## src/tap_prog_defines.vh

```
// constants for the test-port programming entry block
// Overview of operation
// - test port usable only with fuse programmed and disable bit clear
// - disable bit set and external reset low: bit clears after two core clocks
// - every shift register shifts least significant bit first
// - four-bit instruction register selects the data register between TDI and TDO
// - Run-Test/Idle yields internal programming clock pulses and serves as idle; code pulses only in programming mode under opcode 0x5
// - opcode 0xc selects one-bit core reset register; TAP itself not reset
// - core held in reset while reset register holds one, unlatched output
// - under core reset instruction only Shift-DR is active
// - opcode 0x4 selects sixteen-bit unlock register shifted in Shift-DR
// - on Update-DR unlock value compared; programming mode only on match
// - opcode 0x5 selects fifteen-bit programming command register
// - reset register one acts as external reset low; time-out after release
// - unlock register clears on power-on; signature 1010_0011_0111_0000
`ifndef TAP_PROG_DEFINES_VH
`define TAP_PROG_DEFINES_VH
`define IR_W            4
`define IR_CAPTURE      4'h1
`define IR_RESET_VAL    4'hf
`define OP_CORE_RESET   4'hc
`define OP_UNLOCK       4'h4
`define OP_COMMAND      4'h5
`define UNLOCK_W        16
`define UNLOCK_SIG      16'ha370
`define CMD_W           15
`define DIS_CLR_CYCLES  2'h2
`define TIMEOUT_W       16
`define ST_RESET        4'h0
`define ST_IDLE         4'h1
`define ST_SEL_DR       4'h2
`define ST_CAP_DR       4'h3
`define ST_SHIFT_DR     4'h4
`define ST_EXIT1_DR     4'h5
`define ST_PAUSE_DR     4'h6
`define ST_EXIT2_DR     4'h7
`define ST_UPD_DR       4'h8
`define ST_SEL_IR       4'h9
`define ST_CAP_IR       4'ha
`define ST_SHIFT_IR     4'hb
`define ST_EXIT1_IR     4'hc
`define ST_PAUSE_IR     4'hd
`define ST_EXIT2_IR     4'he
`define ST_UPD_IR       4'hf
`endif

```

## src/tap_fsm.v

```verilog
// sixteen-state test-port controller, advanced by tck rising edge strobe
`timescale 1ns/10ps
`include "tap_prog_defines.vh"
module tap_fsm (
  // clock and reset
  input  wire       core_clk,
  input  wire       sys_rst,
  // strobes and pins, already synchronised
  input  wire       tck_rise,
  input  wire       tms_s,
  input  wire       port_en,
  // state
  output reg  [3:0] tap_state_ff
);
  reg [3:0] nxt_tap_state;

  always @*
  begin
    nxt_tap_state = tap_state_ff;
    case (tap_state_ff)
      `ST_RESET:    nxt_tap_state = tms_s ? `ST_RESET    : `ST_IDLE;
      `ST_IDLE:     nxt_tap_state = tms_s ? `ST_SEL_DR   : `ST_IDLE;
      `ST_SEL_DR:   nxt_tap_state = tms_s ? `ST_SEL_IR   : `ST_CAP_DR;
      `ST_CAP_DR:   nxt_tap_state = tms_s ? `ST_EXIT1_DR : `ST_SHIFT_DR;
      `ST_SHIFT_DR: nxt_tap_state = tms_s ? `ST_EXIT1_DR : `ST_SHIFT_DR;
      `ST_EXIT1_DR: nxt_tap_state = tms_s ? `ST_UPD_DR   : `ST_PAUSE_DR;
      `ST_PAUSE_DR: nxt_tap_state = tms_s ? `ST_EXIT2_DR : `ST_PAUSE_DR;
      `ST_EXIT2_DR: nxt_tap_state = tms_s ? `ST_UPD_DR   : `ST_SHIFT_DR;
      `ST_UPD_DR:   nxt_tap_state = tms_s ? `ST_SEL_DR   : `ST_IDLE;
      `ST_SEL_IR:   nxt_tap_state = tms_s ? `ST_RESET    : `ST_CAP_IR;
      `ST_CAP_IR:   nxt_tap_state = tms_s ? `ST_EXIT1_IR : `ST_SHIFT_IR;
      `ST_SHIFT_IR: nxt_tap_state = tms_s ? `ST_EXIT1_IR : `ST_SHIFT_IR;
      `ST_EXIT1_IR: nxt_tap_state = tms_s ? `ST_UPD_IR   : `ST_PAUSE_IR;
      `ST_PAUSE_IR: nxt_tap_state = tms_s ? `ST_EXIT2_IR : `ST_PAUSE_IR;
      `ST_EXIT2_IR: nxt_tap_state = tms_s ? `ST_UPD_IR   : `ST_SHIFT_IR;
      `ST_UPD_IR:   nxt_tap_state = tms_s ? `ST_SEL_DR   : `ST_IDLE;
      default:      nxt_tap_state = `ST_RESET;
    endcase
  end

  always @(posedge core_clk or posedge sys_rst)
  begin
    if (sys_rst)
      tap_state_ff <= `ST_RESET;
    else if (!port_en)
      tap_state_ff <= `ST_RESET;
    else if (tck_rise)
      tap_state_ff <= nxt_tap_state;
  end
endmodule // tap_fsm

```

## src/jtag_programming_entry.v

```verilog
// test-port programming entry: tap, instruction and programming data registers
`timescale 1ns/10ps
`include "tap_prog_defines.vh"
module jtag_programming_entry (
  // clock and reset
  input  wire                   core_clk,
  input  wire                   sys_rst,
  // test-port pins
  input  wire                   tck,
  input  wire                   tms,
  input  wire                   tdi,
  output reg                    tdo_ff,
  output reg                    tdo_oe_ff,
  // device configuration and core reset
  input  wire                   test_port_fuse,
  input  wire                   ext_reset_n,
  input  wire                   disable_set,
  output reg                    test_port_disable_bit_ff,
  output reg                    core_reset_ff,
  // programming side
  output reg                    prog_mode_ff,
  output reg  [`CMD_W-1:0]      prog_cmd_ff,
  output reg                    prog_cmd_valid_ff,
  output reg                    prog_clk_pulse_ff,
  input  wire [`CMD_W-1:0]      prog_result
);
  parameter [`TIMEOUT_W-1:0] RESET_TIMEOUT_CYCLES = 16'h0040;

  // pin synchronisers
  reg [1:0] tck_sync_ff;
  reg [1:0] tms_sync_ff;
  reg [1:0] tdi_sync_ff;
  reg [1:0] rstn_sync_ff;
  reg [1:0] fuse_sync_ff;
  reg       tck_prev_ff;
  reg [1:0] dis_cnt_ff;
  reg [`IR_W-1:0]     ir_shift_ff;
  reg [`IR_W-1:0]     ir_ff;
  reg                 rst_reg_ff;
  reg [`UNLOCK_W-1:0] unlock_ff;
  reg [`CMD_W-1:0]    cmd_shift_ff;
  reg                 bypass_ff;
  reg [`TIMEOUT_W-1:0] timeout_ff;
  wire [3:0] tap_state;
  wire tck_s     = tck_sync_ff[1];
  wire tck_rise  = tck_s & ~tck_prev_ff;
  wire tck_fall  = ~tck_s & tck_prev_ff;
  wire tms_s     = tms_sync_ff[1];
  wire tdi_s     = tdi_sync_ff[1];
  wire port_en   = fuse_sync_ff[1] & ~test_port_disable_bit_ff;

  function sel;
    input [`IR_W-1:0] ir;
    input [`IR_W-1:0] op;
    begin
      sel = (ir == op);
    end
  endfunction

  wire in_state_rise = port_en & tck_rise;
  wire shift_dr = in_state_rise & (tap_state == `ST_SHIFT_DR);
  wire cap_dr   = in_state_rise & (tap_state == `ST_CAP_DR);
  wire upd_dr   = in_state_rise & (tap_state == `ST_UPD_DR);

  always @(posedge core_clk or posedge sys_rst)
  begin
    if (sys_rst)
    begin
      tck_sync_ff  <= 2'h0;
      tms_sync_ff  <= 2'h3;
      tdi_sync_ff  <= 2'h0;
      rstn_sync_ff <= 2'h3;
      fuse_sync_ff <= 2'h0;
      tck_prev_ff  <= 1'h0;
    end
    else
    begin
      tck_sync_ff  <= {tck_sync_ff[0], tck};
      tms_sync_ff  <= {tms_sync_ff[0], tms};
      tdi_sync_ff  <= {tdi_sync_ff[0], tdi};
      rstn_sync_ff <= {rstn_sync_ff[0], ext_reset_n};
      fuse_sync_ff <= {fuse_sync_ff[0], test_port_fuse};
      tck_prev_ff  <= tck_s;
    end
  end

  tap_fsm u_tap_fsm (
    .core_clk     (core_clk),
    .sys_rst      (sys_rst),
    .tck_rise     (tck_rise),
    .tms_s        (tms_s),
    .port_en      (port_en),
    .tap_state_ff (tap_state)
  );

  // disable bit, cleared by a held external reset
  always @(posedge core_clk or posedge sys_rst)
  begin
    if (sys_rst)
    begin
      test_port_disable_bit_ff <= 1'h0;
      dis_cnt_ff               <= 2'h0;
    end
    else if (!rstn_sync_ff[1] && test_port_disable_bit_ff)
    begin
      dis_cnt_ff <= dis_cnt_ff + 2'h1;
      if (dis_cnt_ff + 2'h1 == `DIS_CLR_CYCLES)
        test_port_disable_bit_ff <= 1'h0;
    end
    else
    begin
      dis_cnt_ff <= 2'h0;
      if (disable_set && rstn_sync_ff[1])
        test_port_disable_bit_ff <= 1'h1;
    end
  end

  // instruction register
  always @(posedge core_clk or posedge sys_rst)
  begin
    if (sys_rst)
    begin
      ir_shift_ff <= `IR_RESET_VAL;
      ir_ff       <= `IR_RESET_VAL;
    end
    else if (!port_en || tap_state == `ST_RESET)
    begin
      ir_shift_ff <= `IR_RESET_VAL;
      ir_ff       <= `IR_RESET_VAL;
    end
    else if (tck_rise)
    begin
      case (tap_state)
        `ST_CAP_IR:   ir_shift_ff <= `IR_CAPTURE;
        `ST_SHIFT_IR: ir_shift_ff <= {tdi_s, ir_shift_ff[`IR_W-1:1]};
        `ST_UPD_IR:   ir_ff <= ir_shift_ff;
        default:      ir_shift_ff <= ir_shift_ff;
      endcase
    end
  end

  // data registers selected by the instruction
  always @(posedge core_clk or posedge sys_rst)
  begin
    if (sys_rst)
    begin
      rst_reg_ff        <= 1'h0;
      unlock_ff         <= {`UNLOCK_W{1'b0}};
      cmd_shift_ff      <= {`CMD_W{1'b0}};
      bypass_ff         <= 1'h0;
      prog_mode_ff      <= 1'h0;
      prog_cmd_ff       <= {`CMD_W{1'b0}};
      prog_cmd_valid_ff <= 1'h0;
    end
    else
    begin
      prog_cmd_valid_ff <= 1'h0;
      if (shift_dr && sel(ir_ff, `OP_CORE_RESET))
        rst_reg_ff <= tdi_s;
      if (shift_dr && sel(ir_ff, `OP_UNLOCK))
        unlock_ff <= {tdi_s, unlock_ff[`UNLOCK_W-1:1]};
      if (upd_dr && sel(ir_ff, `OP_UNLOCK))
        prog_mode_ff <= (unlock_ff == `UNLOCK_SIG);
      if (cap_dr && sel(ir_ff, `OP_COMMAND))
        cmd_shift_ff <= prog_result;
      if (shift_dr && sel(ir_ff, `OP_COMMAND))
        cmd_shift_ff <= {tdi_s, cmd_shift_ff[`CMD_W-1:1]};
      if (upd_dr && sel(ir_ff, `OP_COMMAND))
      begin
        prog_cmd_ff       <= cmd_shift_ff;
        prog_cmd_valid_ff <= prog_mode_ff;
      end
      if (shift_dr)
        bypass_ff <= tdi_s;
    end
  end

  // core reset: immediate while set, then time-out
  always @(posedge core_clk or posedge sys_rst)
  begin
    if (sys_rst)
    begin
      core_reset_ff <= 1'h1;
      timeout_ff    <= RESET_TIMEOUT_CYCLES;
    end
    else if (rst_reg_ff || !rstn_sync_ff[1])
    begin
      core_reset_ff <= 1'h1;
      timeout_ff    <= RESET_TIMEOUT_CYCLES;
    end
    else if (timeout_ff != {`TIMEOUT_W{1'b0}})
    begin
      core_reset_ff <= 1'h1;
      timeout_ff    <= timeout_ff - {{(`TIMEOUT_W-1){1'b0}}, 1'b1};
    end
    else
      core_reset_ff <= 1'h0;
  end

  // run-test/idle clock pulses for programming
  always @(posedge core_clk or posedge sys_rst)
  begin
    if (sys_rst)
      prog_clk_pulse_ff <= 1'h0;
    else
      prog_clk_pulse_ff <= in_state_rise && tap_state == `ST_IDLE
                           && prog_mode_ff && sel(ir_ff, `OP_COMMAND);
  end

  // tdo on tck falling edge, lsb of selected register
  always @(posedge core_clk or posedge sys_rst)
  begin
    if (sys_rst)
    begin
      tdo_ff    <= 1'h0;
      tdo_oe_ff <= 1'h0;
    end
    else if (!port_en)
    begin
      tdo_ff    <= 1'h0;
      tdo_oe_ff <= 1'h0;
    end
    else if (tck_fall)
    begin
      tdo_oe_ff <= (tap_state == `ST_SHIFT_DR) || (tap_state == `ST_SHIFT_IR);
      if (tap_state == `ST_SHIFT_IR)
        tdo_ff <= ir_shift_ff[0];
      else if (sel(ir_ff, `OP_CORE_RESET))
        tdo_ff <= rst_reg_ff;
      else if (sel(ir_ff, `OP_UNLOCK))
        tdo_ff <= unlock_ff[0];
      else if (sel(ir_ff, `OP_COMMAND))
        tdo_ff <= cmd_shift_ff[0];
      else
        tdo_ff <= bypass_ff;
    end
  end
endmodule // jtag_programming_entry

```

## config.mk

```make
export PLATFORM = sky130hd
export DESIGN_NAME = jtag_programming_entry
export DESIGN_NICKNAME = d
export VERILOG_FILES = /design/src/tap_fsm.v /design/src/jtag_programming_entry.v
export VERILOG_INCLUDE_DIRS = /design/src
export SDC_FILE = /design/constraint.sdc
export NUM_CORES = 1
export LEC_CHECK = 0
export BUFFER_PORTS_ARGS = -buffer_cell sky130_fd_sc_hd__buf_2
export CELL_PAD_IN_SITES_DETAIL_PLACEMENT = 0
export CELL_PAD_IN_SITES_GLOBAL_PLACEMENT = 1
export CORE_UTILIZATION = 47
export DETAILED_ROUTE_END_ITERATION = 8
export GPL_TIMING_DRIVEN = 0
export MAX_ROUTING_LAYER = met4
export PLACE_DENSITY = 0.76
export SLEW_MARGIN = 20
export SYNTH_ARGS = -nofsm -noshare
export SYNTH_HDL_FRONTEND = slang
export SYNTH_SLANG_ARGS = --single-unit
export TNS_END_PERCENT = 5
```

## constraint.sdc

```tcl
create_clock -name core_clk -period 5.09 [get_ports core_clk]
set_clock_uncertainty 0.15 [all_clocks]
set_input_delay 1.527 -clock core_clk [delete_from_list [all_inputs] [get_ports core_clk]]
set_output_delay 1.527 -clock core_clk [all_outputs]
set_load 0.05 [all_outputs]
```

==> summary.txt <==
Status - complete, no violations
Total vias in the final route - 3161
Max_cap viols - 0
CP Cell Sequence - buf_2
Clock slew at reported path FFs - 0.09 ns
WP data arrival - 1.12 ns
Bufs on Longest Clock Path - 2
Final Setup Violations - 0
First-pass DRT Iterations - 4
P_leak - 0.00237 µW
Design area - 0.00512 mm²
Asr flop ratio synth - 100%
CP Class - flop to primary output
Clk_lat worst skew - 0.36 ns
Nets@finish - 474
Hold path depth - 0
PnR worst setup slack - 2.29 ns
Req. time, crit path - 3.41 ns
Seq cells post-synth - 96
Crit-path leading delay family - flip-flops
Setup repair bufs after CTS - 0
Die Y - 99.6 µm
Vias per cell - 5.43
Total Power - 1770 µW
Detailed router's first-iteration violation count - 169
H-Tree Depth - 3
CTS Hold Bufs - 0
Clock buffer count from CTS - 9
Vias in the first global route - 3098
Hold WS - 0.205 ns
Crit start category - flop
Crit share post-route - 54.9%
Avg Inst Size Synth - 11.4 µm²
Hold Crit Class - flop to flop
Min Tclk post-route - 2.80 ns
GRT Util Overall - 20.7%
Syn-to-layout area delta - 14.4%
Top cell type's share of synthesized area - 45.8%
CTS root buffer - clkbuf_8
Share of cells above drive strength 1 - 28.3%
Most common cell after layout, fill and taps aside - dfrtp_1
R2R cell count - 6
WL/cell - 15.7 µm
Post-synth cell types - 64
Worst slack, placed - 2.68 ns
Syn_nets - 418
Io pins - 45
Setup TNS - 0 ns
# DRC - 0
Worst Setup End Kind - primary output
Peak supply drop - 0.000155 V
Post-CTS sizing - 0
Initial core utilization - 48.5%
Largest net degree at the start of global routing - 72
Area leader, netlist - dfrtp_1
Top FF cell, synth - dfrtp_1
Synth warn - 0
Achievable frequency - 358 MHz
Total die area - 0.00992 mm²
Critical path buffers and inverters - 1
Crit-path max FO - 1
First-pass GRT wire length - 15.5 mm
GRT overflow - 0
Port Buf Inserts - 44
Post-synthesis sequential area ratio - 54.0%
Placer Congestion - 0.771
Core area - 0.00924 mm²
Fin. Hold Viols - 0
WP depth - 1
Rel. slew slack - 60.5%
Initial antenna violation count - 0
Critical path's slowest cell - dfstp_2
Most frequent cells in the layout - 82 x dfrtp_1, 47 x buf_2, 41 x nand2_1
Antenna fix cells - 0
Dpl cell area - 0.00489 mm²
DP HPWL - 6.37 mm
Unrepaired setup endpoints after global routing - false
Drt total wl - 9.13 mm
Slew Viols, Final - 0
Die Width - 99.6 µm
Clock Sinks - 96
Post-DRT Antenna Nets - 0
Power density over cell area - 345 mW/mm²
Synth Cell Area - 0.00448 mm²
CTS tree - yes
Top post-synthesis cells by area - dfrtp_1 46%, dfstp_2 8.2%, mux2_2 5.8%
Post-synth EDFFs - 0
CP max stage delay - 0.52 ns
Worst Tran Pin Value - 0.588 ns
Mapped Cells - 392
Row count - 35
-- area by class of cell --
cell class              count  area (µm²)
inverters                   9        38.8
well taps                 129         161
plain buffers              15        82.6
repair buffers             45         248
clock inverters             6        91.3
clock buffers              10         138
fillers                   815        4120
flip-flops and latches     96        2420
multi-input cells         272        1940
-- sequential cells by signal, summed over array words and instances (netlist names), 4 cells and up --
name	count
cmd_shift_ff	15
ir_ff	4
ir_shift_ff	4
prog_cmd_ff	15
timeout_ff	16
u_tap_fsm.tap_state_ff	4
unlock_ff	16
-- per-stage QoR --
stage,util [%],instances
6_report,55.4,582
5_1_grt,55.4,582
3_3_place_gp,52.6,565
2_1_floorplan,-,392
4_1_cts,55.4,582
3_5_place_dp,52.9,566
-- per-layer routing --
metal / vias to the layer above / share of wire [%] / global-route usage (%)
met2: 71 / 46 / 30.3
met4: 0 / 1.3 / 8.48
met5: - / 0 / -
li1: 1535 / - / -
met3: 11 / 3.4 / 3.44
met1: 1544 / 50 / 28.9
-- worst paths after layout --
path	startpoint	end	slack, ns
max	core_reset_ff$_DFF_PP1_	core_reset_ff	2.29
min	tck_sync_ff[0]$_DFF_PP0_	tck_sync_ff[1]$_DFF_PP0_	0.20
max reg2reg	timeout_ff[0]$_DFFE_PP0P_	timeout_ff[10]$_DFFE_PP0P_	3.02
min reg2reg	tck_sync_ff[0]$_DFF_PP0_	tck_sync_ff[1]$_DFF_PP0_	0.20
max in group asynchronous	sys_rst	rstn_sync_ff[0]$_DFF_PP1_	3.17
min in group asynchronous	sys_rst	prog_cmd_ff[12]$_DFFE_PP0P_	0.95
-- kinds of logic after synthesis --
family                     Yosys count  synth area share, %
and+or+nand+nor                    143                 18.3
DFF                                 96                 54.0
AOI/OAI and AO/OA                   72                 10.5
muxes                               52                 13.4
buffers and inverters               24                 2.60
adders and majority gates            3                0.838
xor gates and xnor gates             2                0.391
-- synthesized netlist by cell type, drive strengths merged, types with 4 or more instances --
master,count
a211oi,6
a21oi,14
and3,4
buf,7
clkbuf,8
dfrtp,82
dfstp,14
inv,9
mux2,33
mux2i,19
nand2,42
nand2b,9
nand3,10
nand4,9
nor2,23
nor2b,6
nor3,11
nor3b,5
nor4,6
o21ai,26
or3,4
-- power by group --
part	internal, µW	switching [µW]
Sequential	813	71.3
Combinational	128	194
Clock	292	272
Total	1230	537
No activity file was read; power rests on OpenSTA's default activity.
